--- config.mk ---
export PLATFORM = sky130hd
export DESIGN_NAME = ssr_rx
export DESIGN_NICKNAME = d
export VERILOG_FILES = /design/src/core/ssr_pkg.sv /design/src/core/ssr_code_if.sv /design/src/core/ssr_sync.sv /design/src/core/ssr_fifo.sv /design/src/core/ssr_rx.sv
export VERILOG_INCLUDE_DIRS = /design/src /design/src/core
export SDC_FILE = /design/constraint.sdc
export NUM_CORES = 1
export LEC_CHECK = 0
export BUFFER_PORTS_ARGS = -buffer_cell sky130_fd_sc_hd__buf_4
export CELL_PAD_IN_SITES_DETAIL_PLACEMENT = 0
export CELL_PAD_IN_SITES_GLOBAL_PLACEMENT = 2
export CORE_MARGIN = 4
export CORE_UTILIZATION = 25
export DETAILED_ROUTE_END_ITERATION = 12
export PLACE_DENSITY_LB_ADDON = 0.1
export SLEW_MARGIN = 20
export SYNTH_ARGS = -nofsm -noshare
export SYNTH_HDL_FRONTEND = slang
export SYNTH_HIERARCHICAL = 1
export SYNTH_SLANG_ARGS = --single-unit
--- constraint.sdc ---
create_clock -name CLK -period 6 [get_ports CLK]
set_input_delay 0.3 -clock CLK [delete_from_list [all_inputs] [get_ports CLK]]
set_output_delay 0.3 -clock CLK [all_outputs]
set_load 0.02 [all_outputs]
--- src/core/ssr_regs.svh ---
// Purpose: Shared constants of the five-unit start-stop receiver
// Assumes: Included by bare name from the receiver, the assertion file and the bench
// Notes: Times are in microseconds, counts derive from the clock rate
`ifndef SSR_REGS_SVH
`define SSR_REGS_SVH

// ----------------------------------------------------------------
// Clock
// ----------------------------------------------------------------
`define SSR_CLK_MHZ 20

// ----------------------------------------------------------------
// Unit intervals per speed setting, microseconds
// ----------------------------------------------------------------
`define SSR_UI0_US 22000
`define SSR_UI1_US 20000
`define SSR_UI2_US 17500
`define SSR_UI3_US 13500

// ----------------------------------------------------------------
// Long stop element is 1.42 units
// ----------------------------------------------------------------
`define SSR_STOP_NUM 142
`define SSR_STOP_DEN 100

// ----------------------------------------------------------------
// Code layout and shift codes
// ----------------------------------------------------------------
`define SSR_CODE_W 5
`define SSR_LAST_ELEM 3'h4
`define SSR_LTRS_CODE 5'h1f
`define SSR_FIGS_CODE 5'h1b
`define SSR_FIFO_DEPTH 4

`endif

--- src/core/ssr_pkg.sv ---
// Purpose: Types of the five-unit start-stop receiver
// Assumes: Nothing beyond the tool's SystemVerilog support
// Notes: State codes are one-hot
`default_nettype none

package ssr_pkg;

  typedef enum logic [4:0]
  {
    SEL_IDLE  = 5'h01,
    SEL_START = 5'h02,
    SEL_DATA  = 5'h04,
    SEL_STOP  = 5'h08,
    SEL_REST  = 5'h10
  } ssr_sel_e;

  typedef enum logic [2:0]
  {
    FN_IDLE  = 3'h1,
    FN_PUNCH = 3'h2,
    FN_ADV   = 3'h4
  } ssr_fn_e;

endpackage

`default_nettype wire

--- src/core/ssr_code_if.sv ---
// Purpose: Valid/ready code stream between receiver modules
// Assumes: One clock, transfer when valid and ready are both high
// Notes: Data must hold while valid waits for ready
`default_nettype none

interface ssr_code_if #(
  parameter int W = 5
);
  logic valid;
  logic ready;
  logic [W-1:0] data;

  modport src (output valid, output data, input ready);
  modport snk (input valid, input data, output ready);
endinterface

`default_nettype wire

--- src/core/ssr_sync.sv ---
// Purpose: Two-stage synchroniser for a bundle of pin inputs
// Assumes: Synchronous active-low reset
// Notes: First stage feeds only the second
`default_nettype none

module ssr_sync #(
  parameter int W = 1,
  parameter logic [W-1:0] INIT = '0
) (
  // Clock and reset
  input wire logic clk,
  input wire logic rst_b,
  // Pins in, synchronised out
  input wire logic [W-1:0] d,
  output logic [W-1:0] q
);
  logic [W-1:0] meta;

  always_ff @(posedge clk)
  begin
    if (!rst_b)
    begin
      meta <= INIT;
      q <= INIT;
    end
    else
    begin
      meta <= d;
      q <= meta;
    end
  end
endmodule

`default_nettype wire

--- src/core/ssr_fifo.sv ---
// Purpose: Small code FIFO between selecting and function cycles
// Assumes: Write and read through valid/ready interfaces
// Notes: Full and empty are exact; DEPTH is a power of two
`default_nettype none

module ssr_fifo #(
  parameter int WIDTH = 5,
  parameter int DEPTH = 4
) (
  // Clock and reset
  input wire logic clk,
  input wire logic rst_b,
  // Streams
  ssr_code_if.snk wr,
  ssr_code_if.src rd
);
  localparam int AW = $clog2(DEPTH);

  logic [WIDTH-1:0] mem [DEPTH];
  logic [AW-1:0] wp;
  logic [AW-1:0] rp;
  logic [AW:0] count;
  logic do_wr;
  logic do_rd;

  assign wr.ready = (count != (AW+1)'(DEPTH));
  assign rd.valid = (count != '0);
  assign rd.data = mem[rp];
  assign do_wr = wr.valid && wr.ready;
  assign do_rd = rd.valid && rd.ready;

  always_ff @(posedge clk)
  begin
    if (do_wr)
      mem[wp] <= wr.data;
  end

  always_ff @(posedge clk)
  begin
    if (!rst_b)
    begin
      wp <= '0;
      rp <= '0;
      count <= '0;
    end
    else
    begin
      if (do_wr)
        wp <= wp + 1'b1;
      if (do_rd)
        rp <= rp + 1'b1;
      if (do_wr && !do_rd)
        count <= count + 1'b1;
      else if (do_rd && !do_wr)
        count <= count - 1'b1;
    end
  end
endmodule

`default_nettype wire

--- src/core/ssr_rx.sv ---
// Purpose: Five-unit start-stop receiver with tape function cycle
// Assumes: Line input high while marking; one 20 MHz clock
// Notes: Selector latches speed and pattern at each start transition; punch length reads the live speed
`include "ssr_regs.svh"
`default_nettype none

// Contract
// - Idle line marks; marking means idle
// - Start spacing, five elements, stop marking
// - Long stop 1.42 units, frame 7.42
// - Short pattern: stop one unit, 7.00
// - 32 codes, letters/figures doubles meaning
// - Shift codes set letters or figures state
// - Unit interval is reciprocal of baud
// - Slowest speed: 45.5 baud, 22 ms unit
// - Also 20, 17.5, 13.5 ms selectable
// - Both ends need equal unit pulse length
// - Start transition launches one selecting cycle
// - Near cycle end, hand code, trigger function
// - Stop ends cycle; ignore line until start
// - Function cycle lags one character behind
// - Function punches holes, feed hole, advances
module ssr_rx import ssr_pkg::*; #(
  parameter int UI0_CYC = `SSR_UI0_US * `SSR_CLK_MHZ,
  parameter int UI1_CYC = `SSR_UI1_US * `SSR_CLK_MHZ,
  parameter int UI2_CYC = `SSR_UI2_US * `SSR_CLK_MHZ,
  parameter int UI3_CYC = `SSR_UI3_US * `SSR_CLK_MHZ,
  parameter int CNT_W = 20,
  parameter int FIFO_DEPTH = `SSR_FIFO_DEPTH
) (
  // Clock and reset
  input wire logic CLK,
  input wire logic RST_B,
  // Signal line, high while marking
  input wire logic LINE_MARK,
  // Speed and pattern selection
  input wire logic [1:0] SPEED_SEL,
  input wire logic PATTERN_742,
  // Tape mechanism
  input wire logic PUNCH_READY,
  output logic [4:0] HOLE,
  output logic FEED_HOLE,
  output logic TAPE_ADV,
  // Decoded characters
  output logic CHAR_VALID,
  output logic [5:0] CHAR_CODE,
  output logic FIGS,
  // Status
  output logic SEL_BUSY,
  output logic FRAME_ERR,
  output logic OVERRUN
);

  // ----------------------------------------------------------------
  // Declarations
  // ----------------------------------------------------------------
  localparam int CW = `SSR_CODE_W;

  logic line_s;
  logic line_d;
  logic [1:0] speed_s;
  logic pat742_s;
  logic punch_ready_s;
  logic start_edge;

  ssr_sel_e sel_state;
  logic [CNT_W-1:0] sel_cnt;
  logic [2:0] elem_idx;
  logic [CW-1:0] shreg;
  logic [CNT_W-1:0] ui_len;
  logic [CNT_W-1:0] rest_len;
  logic stop_ok;

  logic [CNT_W-1:0] tab_ui;
  logic [CNT_W-1:0] tab_stop;

  logic pend_valid;
  logic [CW-1:0] pend_code;

  ssr_fn_e fn_state;
  logic [CNT_W-1:0] fn_cnt;
  logic fn_take;
  logic figs;

  ssr_code_if #(.W(CW)) c_in ();
  ssr_code_if #(.W(CW)) c_out ();

  // ----------------------------------------------------------------
  // Pin synchronisers
  // ----------------------------------------------------------------
  // Line resets to marking so reset does not look like a start
  ssr_sync #(
    .W(5),
    .INIT(5'h10)
  ) u_sync (
    .clk(CLK),
    .rst_b(RST_B),
    .d({LINE_MARK, SPEED_SEL, PATTERN_742, PUNCH_READY}),
    .q({line_s, speed_s, pat742_s, punch_ready_s})
  );

  always_ff @(posedge CLK)
  begin
    if (!RST_B)
      line_d <= 1'b1;
    else
      line_d <= line_s;
  end

  // Only a mark-to-space edge leaves idle
  assign start_edge = line_d && !line_s;

  // ----------------------------------------------------------------
  // Speed table
  // ----------------------------------------------------------------
  // Unit interval in cycles per speed
  always_comb
  begin
    unique case (speed_s)
      2'h0: tab_ui = CNT_W'(UI0_CYC);
      2'h1: tab_ui = CNT_W'(UI1_CYC);
      2'h2: tab_ui = CNT_W'(UI2_CYC);
      2'h3: tab_ui = CNT_W'(UI3_CYC);
    endcase
  end

  // Stop length; the product is formed wide before the cut
  always_comb
  begin
    if (pat742_s)
      tab_stop = CNT_W'((32'(tab_ui) * `SSR_STOP_NUM) / `SSR_STOP_DEN);
    else
      tab_stop = tab_ui;
  end

  // ----------------------------------------------------------------
  // Selecting cycle
  // ----------------------------------------------------------------
  assign stop_ok = (sel_state == SEL_STOP) && (sel_cnt == '0) && line_s;

  always_ff @(posedge CLK)
  begin
    if (!RST_B)
    begin
      sel_state <= SEL_IDLE;
      sel_cnt <= '0;
      elem_idx <= '0;
      shreg <= '0;
      ui_len <= '0;
      rest_len <= '0;
      FRAME_ERR <= 1'b0;
    end
    else
    begin
      FRAME_ERR <= 1'b0;
      if (sel_cnt != '0)
        sel_cnt <= sel_cnt - 1'b1;
      unique case (sel_state)
        SEL_IDLE:
        begin
          if (start_edge)
          begin
            ui_len <= tab_ui;
            rest_len <= tab_stop - (tab_ui >> 1);
            // Wait half a unit to mid-start
            sel_cnt <= (tab_ui >> 1) - 1'b1;
            sel_state <= SEL_START;
          end
        end
        SEL_START:
        begin
          if (sel_cnt == '0)
          begin
            if (!line_s)
            begin
              sel_cnt <= ui_len - 1'b1;
              elem_idx <= '0;
              sel_state <= SEL_DATA;
            end
            else
              sel_state <= SEL_IDLE;
          end
        end
        SEL_DATA:
        begin
          if (sel_cnt == '0)
          begin
            shreg <= {line_s, shreg[CW-1:1]};
            sel_cnt <= ui_len - 1'b1;
            if (elem_idx == `SSR_LAST_ELEM)
              sel_state <= SEL_STOP;
            else
              elem_idx <= elem_idx + 1'b1;
          end
        end
        SEL_STOP:
        begin
          if (sel_cnt == '0)
          begin
            if (line_s)
            begin
              // Line ignored to the stop's end
              sel_cnt <= rest_len - 1'b1;
              sel_state <= SEL_REST;
            end
            else
            begin
              FRAME_ERR <= 1'b1;
              sel_state <= SEL_IDLE;
            end
          end
        end
        SEL_REST:
        begin
          if (sel_cnt == '0)
            sel_state <= SEL_IDLE;
        end
        default:
          sel_state <= SEL_IDLE;
      endcase
    end
  end

  assign SEL_BUSY = (sel_state != SEL_IDLE);

  // ----------------------------------------------------------------
  // Hand-over to the function side
  // ----------------------------------------------------------------
  // A full FIFO stalls the handover; a second code then is lost
  always_ff @(posedge CLK)
  begin
    if (!RST_B)
    begin
      pend_valid <= 1'b0;
      pend_code <= '0;
      OVERRUN <= 1'b0;
    end
    else
    begin
      OVERRUN <= 1'b0;
      if (stop_ok && pend_valid && !c_in.ready)
        OVERRUN <= 1'b1;
      else if (stop_ok)
      begin
        // Code goes on near the cycle's end
        pend_valid <= 1'b1;
        pend_code <= shreg;
      end
      else if (c_in.ready)
        pend_valid <= 1'b0;
    end
  end

  assign c_in.valid = pend_valid;
  assign c_in.data = pend_code;

  ssr_fifo #(
    .WIDTH(CW),
    .DEPTH(FIFO_DEPTH)
  ) u_fifo (
    .clk(CLK),
    .rst_b(RST_B),
    .wr(c_in),
    .rd(c_out)
  );

  // ----------------------------------------------------------------
  // Function cycle
  // ----------------------------------------------------------------
  // Runs behind the selector, overlapping the next code
  assign c_out.ready = (fn_state == FN_IDLE) && punch_ready_s;
  assign fn_take = c_out.valid && c_out.ready;

  always_ff @(posedge CLK)
  begin
    if (!RST_B)
    begin
      fn_state <= FN_IDLE;
      fn_cnt <= '0;
      HOLE <= '0;
      FEED_HOLE <= 1'b0;
      TAPE_ADV <= 1'b0;
    end
    else
    begin
      TAPE_ADV <= 1'b0;
      if (fn_cnt != '0)
        fn_cnt <= fn_cnt - 1'b1;
      unique case (fn_state)
        FN_IDLE:
        begin
          if (fn_take)
          begin
            // Holes held until the next code; feed hole for one unit
            HOLE <= c_out.data;
            FEED_HOLE <= 1'b1;
            fn_cnt <= tab_ui - 1'b1;
            fn_state <= FN_PUNCH;
          end
        end
        FN_PUNCH:
        begin
          if (fn_cnt == '0)
          begin
            FEED_HOLE <= 1'b0;
            TAPE_ADV <= 1'b1;
            fn_state <= FN_ADV;
          end
        end
        FN_ADV:
          fn_state <= FN_IDLE;
        default:
          fn_state <= FN_IDLE;
      endcase
    end
  end

  // ----------------------------------------------------------------
  // Letters/figures shift
  // ----------------------------------------------------------------
  always_ff @(posedge CLK)
  begin
    if (!RST_B)
      figs <= 1'b0;
    else if (fn_take)
    begin
      if (c_out.data == `SSR_LTRS_CODE)
        figs <= 1'b0;
      else if (c_out.data == `SSR_FIGS_CODE)
        figs <= 1'b1;
    end
  end

  always_ff @(posedge CLK)
  begin
    if (!RST_B)
    begin
      CHAR_VALID <= 1'b0;
      CHAR_CODE <= '0;
    end
    else
    begin
      CHAR_VALID <= 1'b0;
      // Other codes read through the shift state
      if (fn_take && c_out.data != `SSR_LTRS_CODE &&
          c_out.data != `SSR_FIGS_CODE)
      begin
        CHAR_VALID <= 1'b1;
        CHAR_CODE <= {figs, c_out.data};
      end
    end
  end

  assign FIGS = figs;

endmodule

`default_nettype wire

After elaboration in Yosys (flattened, before gate mapping)
Memory sizes are Yosys's and may differ from the RTL's. A register that Yosys moved wholly into a read port is not among the register bits. Index checks and enable logic that the tools add are counted.

Input port bits: 7. Flip-flop bits (word level): 137. Bits in writable memories: 20. Memories kept: 1.

Mux-type cells: 47. Add/subtract/negate cells: 12. Bitwise gates (word level): 1. Equal/unequal tests: 27. $mul: 1. Divide/modulo/power cells: 1. Reduce and logical (&&, ||, !) cells: 39.

Memory list: u_fifo.mem (depth 4, width 5, rd ports 1, clocked after Yosys merged registers in 1, wr ports 1, RTL line ssr_fifo.sv:19) `logic [WIDTH-1:0] mem [DEPTH];`.

Operator list (number): 20-bit two-way mux (11); 20-bit case mux with 4 select lines (2); 20-bit by 1-bit subtractor with 20-bit output, second input constant (5); 20-bit logical NOT (2); 20-bit nonzero test (2); 5-bit two-way mux (7); 28-bit by 7-bit divider with 32-bit output, second input constant (1); 20-bit by 7-bit multiplier with 27-bit output, second input constant (1); 3-bit two-way mux (9); 5-bit case mux with 5 select lines (1); 19-bit by 1-bit subtractor with 20-bit output, second input constant (1); 20-bit by 19-bit subtractor with 20-bit output (1); 2-bit != test, second input constant (9); 2-bit AND reduction (8); 5-bit equality test, second input constant (3); 1-bit logical AND (12); 1-bit two-way mux (12); 3-bit case mux with 2 select lines (2); 5-bit != test, second input constant (2); 2-bit nonzero test (5); 3-bit by 1-bit adder with 3-bit output, second input constant (2); 3-bit AND reduction (2); 6-bit AND reduction (1); 5-bit by 1-bit equality test with 1-bit output, second input constant (1); 20 further kinds (26).

Logic depth before layout (Yosys ltp)
Gate-level depths: netlist (run 1).

Depth after elaboration: 7. Depth in mapped cells: 29.

Cells and area by module
Netlist (run 1), hierarchy kept.

Modules (own cells, without submodules): ssr_rx (area an instance 6959.2 µm², cells an instance 919, instances 1); ssr_fifo (area an instance 1224.9 µm², cells an instance 74, instances 1); ssr_sync (area an instance 262.8 µm², cells an instance 20, instances 1).

Worst setup path before layout (run 1)
Ideal clock, no wire load.

Path type: register -> register. Start: register u_sync.q[2]. End: register rest_len[0]. Cell stages (with the launch flop): 29. Setup slack: 627 ps. Data arrival time: 5247 ps. Clock period less this slack: 5373 ps. Library setup time: 126 ps. Path buffers: 2. Path through: dfxtp_1 -> inv_1 -> ha_1 -> inv_1 -> ha_1 -> clkbuf_1 -> nor2_1 -> ha_1 -> nor2_1 -> nor3_1 -> a41o_1 -> a31oi_1 -> and4b_1 -> o21a_1 -> clkbuf_1 -> ha_1 -> nand3_1 -> nand2_1 -> nor2_1 -> nor2_1 -> ha_1 -> xnor2_1 -> mux2i_1 -> inv_1 -> o31a_1 -> or2_2 -> o21bai_1 -> o2111ai_1 -> a31oi_1.

Longest elaborated chain between the ends: 6. Elaborated cells on any way between the ends: 9.

Ends and longest elaborated chain: start, declared (RTL line ssr_sync.sv:15) `output logic [W-1:0] q`; start signal, assigned (RTL line ssr_sync.sv:29) `q <= meta;`; 2-bit equality test, or another cell as far along (RTL line ssr_rx.sv:119) `unique case (speed_s)`; 20-bit case mux with 4 select lines * (RTL line ssr_rx.sv:119); net tab_ui[13] (RTL line ssr_rx.sv:74) `logic [CNT_W-1:0] tab_ui;`; 20-bit by 7-bit multiplier with 27-bit output (no line) *; 28-bit by 7-bit divider with 32-bit output (no line) *; 20-bit two-way mux * (RTL line ssr_rx.sv:130) `if (pat742_s)`; 20-bit by 19-bit subtractor with 20-bit output * (RTL line ssr_rx.sv:164) `rest_len <= tab_stop - (tab_ui >> 1);`; end signal, assigned (RTL line ssr_rx.sv:164); end, declared (RTL line ssr_rx.sv:71) `logic [CNT_W-1:0] rest_len;`.

The timed path passes the listed nets; every way through them passes the cells marked *. The select of a mux whose other input is x is not followed. A chain may end at the register's enable or synchronous reset.

Worst setup path after layout (run 1)
Ends and elaborated chain as after synthesis.

==> run summary, run 1 <==
GRT
----------------------------------------------------------------------------------
Initial antenna violation count                                                  0
Total congestion overflow after global routing                                   0
Via count of the first global-routing pass                                    7199
Pin count of the biggest net entering global routing                            59
Total GRT Usage                                                             0.1426
Global-route wire length before repair                                    41100 um

HOLD PATH
----------------------------------------------------------------------------------
Worst hold-check path type                                            primary input to register

CRITICAL PATH
----------------------------------------------------------------------------------
Maximum fanout encountered on the critical timing path                          16
Number of buffers and inverters on the critical path                             4
Slowest stage cell, crit path                                              dfxtp_1
Worst path arrival time                                                    5.71 ns
Critical Path Sink Type                                                   register
Type of element launching the critical path                               register
Critical path required time                                                6.32 ns
WS Path Type                                                          register to register
Cell repeated most along the worst path                                       ha_1
Critical path's largest stage delay                                        0.54 ns
Dominant delay contributor by cell family on the critical path        simple AND/OR/NAND/NOR gates

ROUTE
----------------------------------------------------------------------------------
DRC violation count after routing                                                0
Number of DRC violations after detailed-routing iteration 0                    380
Number of vias after detailed routing                                         7037
Wire length reported by the detailed router                               25550 um
Number of optimization iterations in the first detailed-route pass               4
Final routed wire length divided by cell count                            17.23 um
Average via count per standard cell                                          4.745
Number of nets with antenna violations after detailed routing                    0

YOSYS
----------------------------------------------------------------------------------
Synth Cell Area                                                       0.008447 mm^2
Library cells used by synthesis                                                 80
Number of register bits inferred by synthesis                                  147
Most common flop cell mapped by yosys                                      dfxtp_1
Sequential element share of the synthesized area                            0.3721
EDFF count, synth                                                               20
Post-synthesis area per instance                                        8.338 um^2
Instance count of the mapped netlist                                          1013
Warnings from Yosys                                                              6
Fraction of registers with async set/reset                                       0
Syn_nets                                                                      1067

PLACEMENT
----------------------------------------------------------------------------------
Buffers added on ports                                                          24
Dpl hpwl                                                                  17780 um
Final Wtd Congestion                                                        0.7480

LAYOUT
----------------------------------------------------------------------------------
Antenna diode instance count                                                     0
Layout cell share with drive strength beyond 1                             0.09469
Signed area change from the synthesized netlist to the final layout         14.72%
Most common library cell in the layout ignoring fill and taps              dfxtp_1
Number of nets in the finished design                                         1076
Fraction of the core area covered by cells at the end of the flow           0.2897
Most used cells in the layout excluding fill and tap cells            dfxtp_1 (127), nor2_1 (123), nand2_1 (112)

FLOORPLANNING
----------------------------------------------------------------------------------
Width of the die                                                          191.8 um
Vertical extent of the die                                                191.8 um
Top-level port count                                                            25
Core region area                                                      0.03345 mm^2
Die outline area                                                      0.03679 mm^2
# rows                                                                          67
Starting density of the core                                                0.2525

CLOCK NETWORK
----------------------------------------------------------------------------------
H-tree levels                                                                    4
TritonCTS buffer count                                                          17
Maximum buffer depth of the clock tree                                           2
TritonCTS clock tree                                                           yes
Clk sink count                                                                 147
Post-cts gate resize count                                                       0
Total setup buffers inserted after CTS                                           0
Clk pin slew, worst setup/hold paths                                       0.07 ns
Clock latency at the later pin of the worst-skew pair                      0.44 ns
Hold-fix buffer count after cts                                                  0
Clock Tree Root                                                          clkbuf_16

TIMING
----------------------------------------------------------------------------------
Timing-limited maximum frequency                                         185.6 MHz
Total of endpoints with negative setup slack in the final report                 0
Final total negative setup slack                                              0 ns
Pins Over Slew Limit                                                             0
Clock skew                                                              0.01480 ns
Crit share post-route                                                       0.8980
Worst slew slack as a fraction of its limit                                 0.3440
Total count of hold-check failures in the final report                           0
Final period demand of the worst path                                     5.388 ns
RSZ-0062 raised after global routing                                         false
Transition time at the pin with the least slew margin                    0.9804 ns

POWER
----------------------------------------------------------------------------------
Clock network fraction of total power                                        0.314
Largest voltage drop on the vdd net                                      0.1724 mV
Power per standard cell area                                          354.0 mW/mm^2
Fraction of power spent switching nets                                      0.3650
Static power due to leakage                                               3.694 nW
Proportion of power drawn by flip-flops and latches                          0.363
Combinational share of power                                                 0.323
Internal power                                                            2.179 mW
Psw                                                                       1.252 mW

JOB
----------------------------------------------------------------------------------
Maximum capacitance violations                                                   0

OUTCOME
----------------------------------------------------------------------------------
Outcome                                                               finished, final reports clean

-- flip-flops by register name (all words and copies together), names as in the netlist, 6 cells and up, named ones only --
signal,flops
CHAR_CODE,6
sel_cnt,20
rest_len,20
fn_cnt,20
ui_len,8
u_fifo/mem,20
-- per-layer routing --
layer,vias up,part of all wire,GRT usage
met4,0,0.0087,0.03066
met2,68,0.46,0.2327
met3,11,0.024,0.02726
li1,3627,-,-
met1,3331,0.51,0.1965
met5,-,0,0
-- final cells by class --
cell class,instances,area [um^2]
tap,448,560.5
timing repair buffer,39,292.8
fill,3589,23760
multi-input combinational,779,4961
clock inverter,15,163.9
inverter,38,143.9
sequential,147,3143
clock buffer,17,425.4
-- synthesized netlist by cell type, types with 25 or more instances --
cell | count | area, um^2
xnor2_1 | 43 | 376.6
xor2_1 | 29 | 254.0
clkbuf_1 | 40 | 150.1
nand2_1 | 112 | 420.4
nor2_1 | 124 | 465.5
ha_1 | 45 | 563.0
a21oi_1 | 93 | 465.5
dfxtp_1 | 127 | 2542
nor3_1 | 31 | 155.2
nand3_1 | 25 | 125.1
o21ai_0 | 31 | 155.2
inv_1 | 34 | 127.6
-- through the flow --
step | power [mW] | std cells | setup WS (ns) | instance area, um^2 | hold slack (ns)
after floorplan | 2.128 | 1013 | 0.6265 | 8447 | 0.3730
after global placement | 2.390 | 1451 | 0.6667 | 9101 | 0.4024
final | 3.431 | 1483 | 0.6118 | 9691 | 0.05094
after global routing | 3.680 | 1483 | 0.07179 | 9691 | 0.03054
after detailed placement | 2.374 | 1451 | 0.6196 | 9101 | 0.4055
after CTS | 3.487 | 1483 | 0.6058 | 9691 | 0.02858
-- power by group through the flow --
stage               registers, mW  clock network (mW)  logic (mW)
floorplan                    1.23                   0       0.897
detailed placement           1.27                   0        1.11
global placement             1.27                   0        1.12
finish                       1.25                1.08        1.11
global route                 1.26                1.16        1.25
CTS                          1.24                1.12        1.12
-- path summary, 6_finish.rpt --
path / startpoint / end / slack [ns] / cells after the start
setup / recovery: u_sync/q[2] / rest_len[0] / 0.61 / 26
hold / removal: LINE_MARK / u_sync/meta[4] / 0.05 / 2
setup reg to reg: u_sync/q[2] / rest_len[0] / 0.61 / 26
hold reg to reg: u_sync/meta[4] / u_sync/q[4] / 0.41 / 1
-- worst register-to-register path: stages (launching register included) --
cell,delay [ns]
dfxtp_1,0.54
inv_1,0.19
ha_1,0.33
inv_1,0.42
ha_1,0.25
buf_4,0.23
nor2b_1,0.25
mux2_2,0.23
a21oi_1,0.07
o22ai_1,0.19
and4b_1,0.29
o21a_1,0.21
ha_1,0.22
nand3_1,0.12
nand2_1,0.11
nor2_1,0.10
nor2_1,0.07
ha_1,0.24
a21oi_1,0.13
nand2_1,0.07
mux2i_1,0.13
inv_1,0.05
o31a_1,0.14
or2_2,0.30
o21bai_1,0.16
o2111ai_1,0.12
a31oi_1,0.10
-- cell families (layout without fill, tap and decap cells) --
logic type	Yosys count	after routing	synth area share
buf+inv	87	109	0.04088
xor+xnor	72	72	0.07466
mux	18	18	0.02903
compound gates	239	239	0.1826
simple gates	403	403	0.2293
flops	147	147	0.3721
fa+ha+maj	47	47	0.07140
Note: power is estimated with default switching activity, not from simulation.
==> run 2, diff against run 1 <==
--- a/config.mk
+++ b/config.mk
@@ -14,3 +14,3 @@
 export DETAILED_ROUTE_END_ITERATION = 12
-export PLACE_DENSITY_LB_ADDON = 0.1
+export PLACE_DENSITY = 0.66
 export SLEW_MARGIN = 20
==> constraint.sdc (replaced) <==
create_clock -name CLK -period 4.5 [get_ports CLK]
set_input_delay 0.9 -clock CLK [delete_from_list [all_inputs] [get_ports CLK]]
set_output_delay 0.9 -clock CLK [all_outputs]
set_load 0.02 [all_outputs]
==> run 2 against run 1 <==
Against the previous run: die area is the same; via count is 2.8% higher; worst hold slack improved by 0.36 ns; total power rose by 33%; design area increased by 3.8%; setup slack got worse by 0.38 ns; wire length fell by 5.4%; count of clock-buffer cells in the layout increased by 1; non-clock buffer count rose by 32; sequential power grew 33%; sequential share of layout area down 1.1 points; clock skew grew 0.0032 ns; largest cell class unchanged.
==> run summary, run 2 (same netlist as run 1, synthesis figures left out) <==
ROUTE
----------------------------------------------------------------------------------
DRC violation count after routing                                                0
Number of optimization iterations in the first detailed-route pass               4
Average via count per standard cell                                          4.774
Number of DRC violations after detailed-routing iteration 0                    386
Final routed wire length divided by cell count                            15.95 um
Metal1 wirelength                                                         12120 um
Wire length reported by the detailed router                               24160 um
Total length of routed met3 wires                                           636 um
Number of nets with antenna violations after detailed routing                    0
Detail Route met2 WL                                                      11140 um
Uppermost signal routing layer after detailed routing                         met4
Number of vias after detailed routing                                         7233

GRT
----------------------------------------------------------------------------------
Via count of the first global-routing pass                                    7017
Pin count of the biggest net entering global routing                            59
Total GRT Usage                                                             0.1325
Total congestion overflow after global routing                                   0
Global-route wire length before repair                                    39130 um
Initial antenna violation count                                                  0

CRITICAL PATH
----------------------------------------------------------------------------------
Dominant delay contributor by cell family on the critical path        compound AO/OA/AOI/OAI gates
Slowest stage cell, crit path                                              dfxtp_4
Critical path required time                                                4.80 ns
WS Path Type                                                          register to register
Critical Path Sink Type                                                   register
Maximum fanout encountered on the critical timing path                           8
Type of element launching the critical path                               register
Number of buffers and inverters on the critical path                             5
Worst path arrival time                                                    4.57 ns
Critical path's largest stage delay                                        0.38 ns

TIMING
----------------------------------------------------------------------------------
Pins Over Slew Limit                                                             0
Worst slew slack as a fraction of its limit                                 0.3814
Final period demand of the worst path                                     4.272 ns
Crit share post-route                                                       0.9493
Total of endpoints with negative setup slack in the final report                 0
Final worst hold slack                                                   0.4085 ns
Total count of hold-check failures in the final report                           0
Clock skew                                                              0.01803 ns
Timing-limited maximum frequency                                         234.1 MHz
Transition time at the pin with the least slew margin                    0.9155 ns

LAYOUT
----------------------------------------------------------------------------------
Most common library cell in the layout ignoring fill and taps              dfxtp_1
Final non-filler cell area                                            0.01006 mm^2
Fraction of the core area covered by cells at the end of the flow           0.3009
Layout cell share with drive strength beyond 1                              0.1443
Signed area change from the synthesized netlist to the final layout         19.14%
Number of nets in the finished design                                         1108
Most used cells in the layout excluding fill and tap cells            dfxtp_1 (125), nor2_1 (121), nand2_1 (111)
Antenna diode instance count                                                     0

CLOCK NETWORK
----------------------------------------------------------------------------------
Clock latency at the later pin of the worst-skew pair                      0.43 ns
Clock Tree Root                                                          clkbuf_16
Maximum buffer depth of the clock tree                                           2
H-tree levels                                                                    4
Hold-fix buffer count after cts                                                  0
Clk sink count                                                                 147
TritonCTS buffer count                                                          17
Clk pin slew, worst setup/hold paths                                       0.07 ns
TritonCTS clock tree                                                           yes

PLACEMENT
----------------------------------------------------------------------------------
Dpl hpwl                                                                  16690 um
Post-place instance area                                              0.009271 mm^2
Final Wtd Congestion                                                        0.7943
Buffers added on ports                                                          24

FLOORPLANNING
----------------------------------------------------------------------------------
Starting density of the core                                                0.2525
Top-level port count                                                            25
Vertical extent of the die                                                191.8 um
Die outline area                                                      0.03679 mm^2
Width of the die                                                          191.8 um
Core region area                                                      0.03345 mm^2
# rows                                                                          67

JOB
----------------------------------------------------------------------------------
Maximum capacitance violations                                                   0

HOLD PATH
----------------------------------------------------------------------------------
Worst hold-check path type                                            register to register

OUTCOME
----------------------------------------------------------------------------------
Outcome                                                               finished, final reports clean

POWER
----------------------------------------------------------------------------------
Largest voltage drop on the vdd net                                      0.2322 mV
Static power due to leakage                                               3.860 nW
Power per standard cell area                                          452.5 mW/mm^2

run 2: final timing paths:
path                  to  cells after the start  slack (ns)           start
max          rest_len[0]                     25        0.23     u_sync/q[2]
min reg2reg  u_sync/q[4]                      1        0.41  u_sync/meta[4]
min          u_sync/q[4]                      1        0.41  u_sync/meta[4]
max reg2reg  rest_len[0]                     25        0.23     u_sync/q[2]
run 2: power by group:
part           leakage [nW]  switching, mW  internal [mW]
sequential             1.22          0.163           1.49
clock                 0.279          0.656          0.749
combinational          2.36          0.835          0.658
total                  3.86           1.65           2.90
run 2: stage by stage:
| step | instances | setup WS [ns] | total power, mW | TNS, ns |
|---|---|---|---|---|
| after floorplan | 1013 | 0.001370 | 2.843 | 0 |
| after global placement | 1465 | 0.1654 | 3.162 | 0 |
| after detailed placement | 1465 | 0.08097 | 3.146 | 0 |
| after CTS | 1497 | 0.03215 | 4.594 | 0 |
| after global routing | 1515 | -0.03287 | 4.894 | -0.03287 |
| final | 1515 | 0.2281 | 4.553 | 0 |
run 2: layer usage:
metal,GRT usage,vias up
li1,-,3688
met1,0.1863,3442
met2,0.2134,90
met3,0.01945,13
met4,0.03370,0
met5,0,-
run 2: timing repair:
action                                  in CTS  in global routing
endpoints found under the setup margin       0                  2
resized for setup                            0                 17
setup buffers                                0                 18
run 2: cell type report:
type | instances | area (um^2)
repair buffers | 71 | 549.3
fillers | 3573 | 23380
clock buffers | 18 | 439.2
multi-input cells | 779 | 5070
inverters | 38 | 161.4
flip-flops and latches | 147 | 3151
clock inverters | 14 | 132.6
well taps | 448 | 560.5
==> run 3, diff against run 2 <==
Settings changed: CORE_MARGIN 4 to 5, SKIP_LAST_GASP set to 1.
Clock period 4.5 ns to 3.6 ns, I/O delays scaled along.
==> run 3 against run 2 <==
Against the previous run: the flow now finishes with violations (setup timing); total power up 33%; wire length is 3.1% higher; non-clock buffer count is 62 higher.
==> run summary, run 3 (same netlist as run 1, synthesis figures left out) <==
FLOORPLANNING
----------------------------------------------------------------------------------
Starting density of the core                                                0.2525
Top-level port count                                                            25
Width of the die                                                          193.8 um
Vertical extent of the die                                                193.8 um
# rows                                                                          67
Core region area                                                      0.03345 mm^2
Die outline area                                                      0.03756 mm^2

OUTCOME
----------------------------------------------------------------------------------
Outcome                                                               finished with violations
Violated checks                                                       setup timing

LAYOUT
----------------------------------------------------------------------------------
Fraction of the core area covered by cells at the end of the flow           0.3236
Most common library cell in the layout ignoring fill and taps                buf_4
Most used cells in the layout excluding fill and tap cells            buf_4 (130), dfxtp_1 (125), nor2_1 (118)
Non-Filler Instances                                                          1577
Final non-filler cell area                                            0.01083 mm^2
Antenna diode instance count                                                     0
Fill cell count                                                               3484
Layout cell share with drive strength beyond 1                              0.2152
Number of nets in the finished design                                         1170
Total area of multi-input combinational cells                         0.005284 mm^2
Sequential cell area in the final layout                              0.003151 mm^2
Signed area change from the synthesized netlist to the final layout         28.16%

CLOCK NETWORK
----------------------------------------------------------------------------------
Maximum buffer depth of the clock tree                                           2
Clk sink count                                                                 147
H-tree levels                                                                    4
TritonCTS clock tree                                                           yes
Clk pin slew, worst setup/hold paths                                       0.07 ns
Clock latency at the later pin of the worst-skew pair                      0.43 ns
Clock Tree Root                                                          clkbuf_16
TritonCTS buffer count                                                          17

TIMING
----------------------------------------------------------------------------------
PnR worst setup slack                                                   -0.3570 ns
Total count of hold-check failures in the final report                           0
Clock skew                                                              0.01551 ns
Crit share post-route                                                        1.099
Timing-limited maximum frequency                                         252.7 MHz
Final period demand of the worst path                                     3.957 ns
Transition time at the pin with the least slew margin                    0.7578 ns
Worst slew slack as a fraction of its limit                                 0.4943
RSZ-0062 raised after global routing                                          true
Pins Over Slew Limit                                                             0
Total of endpoints with negative setup slack in the final report                 4

CRITICAL PATH
----------------------------------------------------------------------------------
Critical path required time                                                3.91 ns
Worst path arrival time                                                    4.26 ns
WS Path Type                                                          register to register
Type of element launching the critical path                               register
Reg2Reg Depth                                                                   26
Maximum fanout encountered on the critical timing path                           5
Critical Path Sink Type                                                   register

PLACEMENT
----------------------------------------------------------------------------------
Final Wtd Congestion                                                        0.8130
Buffers added on ports                                                          24
Post-place instance area                                              0.009843 mm^2
Placed Instances                                                              1534
Dpl hpwl                                                                  17710 um

JOB
----------------------------------------------------------------------------------
Maximum capacitance violations                                                   0

ROUTE
----------------------------------------------------------------------------------
Number of nets with antenna violations after detailed routing                    0
Number of DRC violations after detailed-routing iteration 0                    401
Final routed wire length divided by cell count                            15.80 um
Number of optimization iterations in the first detailed-route pass               4
Wire length reported by the detailed router                               24920 um
DRC violation count after routing                                                0
Number of vias after detailed routing                                         7486
Average via count per standard cell                                          4.747

GRT
----------------------------------------------------------------------------------
Via count of the first global-routing pass                                    7425
Global-route wire length before repair                                    40390 um
Total congestion overflow after global routing                                   0
Initial antenna violation count                                                  0
Pin count of the biggest net entering global routing                            94
Total GRT Usage                                                             0.1307

HOLD PATH
----------------------------------------------------------------------------------
Instance count along the most critical hold path                                 1
Worst hold-check path type                                            register to register

POWER
----------------------------------------------------------------------------------
Static power due to leakage                                               4.240 nW
Largest voltage drop on the vdd net                                      0.2519 mV
Power per standard cell area                                          558.2 mW/mm^2

[run 3: cell count changes in the layout (fill, tap and decap cells not counted), sizes merged]
cell and change:
clkbuf +1, buf +62, bufinv +3, inv -3
clkinvlp -1
[run 3: per-stage QoR]
step / hold WS (ns) / worst slack (ns) / TNS, ns / power, mW
2_1_floorplan: 0.3863 / -0.6899 / -1.721 / 3.562
3_3_place_gp: 0.3911 / -0.4185 / -0.8925 / 4.089
3_5_place_dp: 0.3957 / -0.4395 / -0.9329 / 4.070
4_1_cts: 0.4128 / -0.3624 / -0.7228 / 6.091
5_1_grt: 0.4230 / -0.6019 / -1.765 / 6.423
6_report: 0.4084 / -0.3570 / -0.7264 / 6.043
[run 3: what timing repair did]
action                     CTS  global route
hold buffers                 0             0
pin swaps                   22            28
resized for setup           33            19
setup endpoints to repair    5             9
buffers inserted             7             5
[run 3: layout make-up]
cell class,instances,area share
Multi-Input combinational cell,779,0.4881
Sequential cell,147,0.2910
Timing Repair Buffer,133,0.09408
Tap cell,448,0.05178
Clock buffer,19,0.04196
Clock inverter,13,0.01745
Inverter,38,0.01560
[run 3: final timing paths]
kind                  start     endpoint  slack (ns)
max             u_sync/q[2]  rest_len[0]       -0.36
max reg2reg     u_sync/q[2]  rest_len[0]       -0.36
min          u_sync/meta[4]  u_sync/q[4]        0.41
min reg2reg  u_sync/meta[4]  u_sync/q[4]        0.41
[run 3: metal layers]
layer	vias to the layer above	share of wire	wire [um]	track usage
met1	3595	0.50	12360	0.1795
li1	3803	-	-	-
met3	16	0.020	487	0.01564
met5	-	0	0	0
met2	72	0.47	11830	0.2185
met4	0	0.0097	242	0.03516
[run 3: report_power, final]
part	internal (mW)	switching, mW
clock network	1.16	0.787
registers	1.87	0.200
logic	0.924	1.10
total	3.95	2.09
[run 3: critical path, cell delays in order (launching register included)]
cell and delay [ns]:
dfxtp_4 0.42, inv_6 0.06, ha_4 0.18, inv_8 0.07, ha_4 0.14, nor2_2 0.04
ha_2 0.18, nor2_4 0.09, nor3_4 0.05, a221oi_2 0.22, o22ai_1 0.13, and4b_1 0.28
o21a_1 0.18, ha_4 0.17, nand3_4 0.07, nand2_4 0.10, nor2_4 0.03, nor2_2 0.14
ha_2 0.24, xnor2_2 0.09, mux2i_1 0.13, inv_1 0.05, o31a_1 0.14, or2_4 0.26
o21bai_1 0.15, o2111ai_1 0.09, a31oi_1 0.11
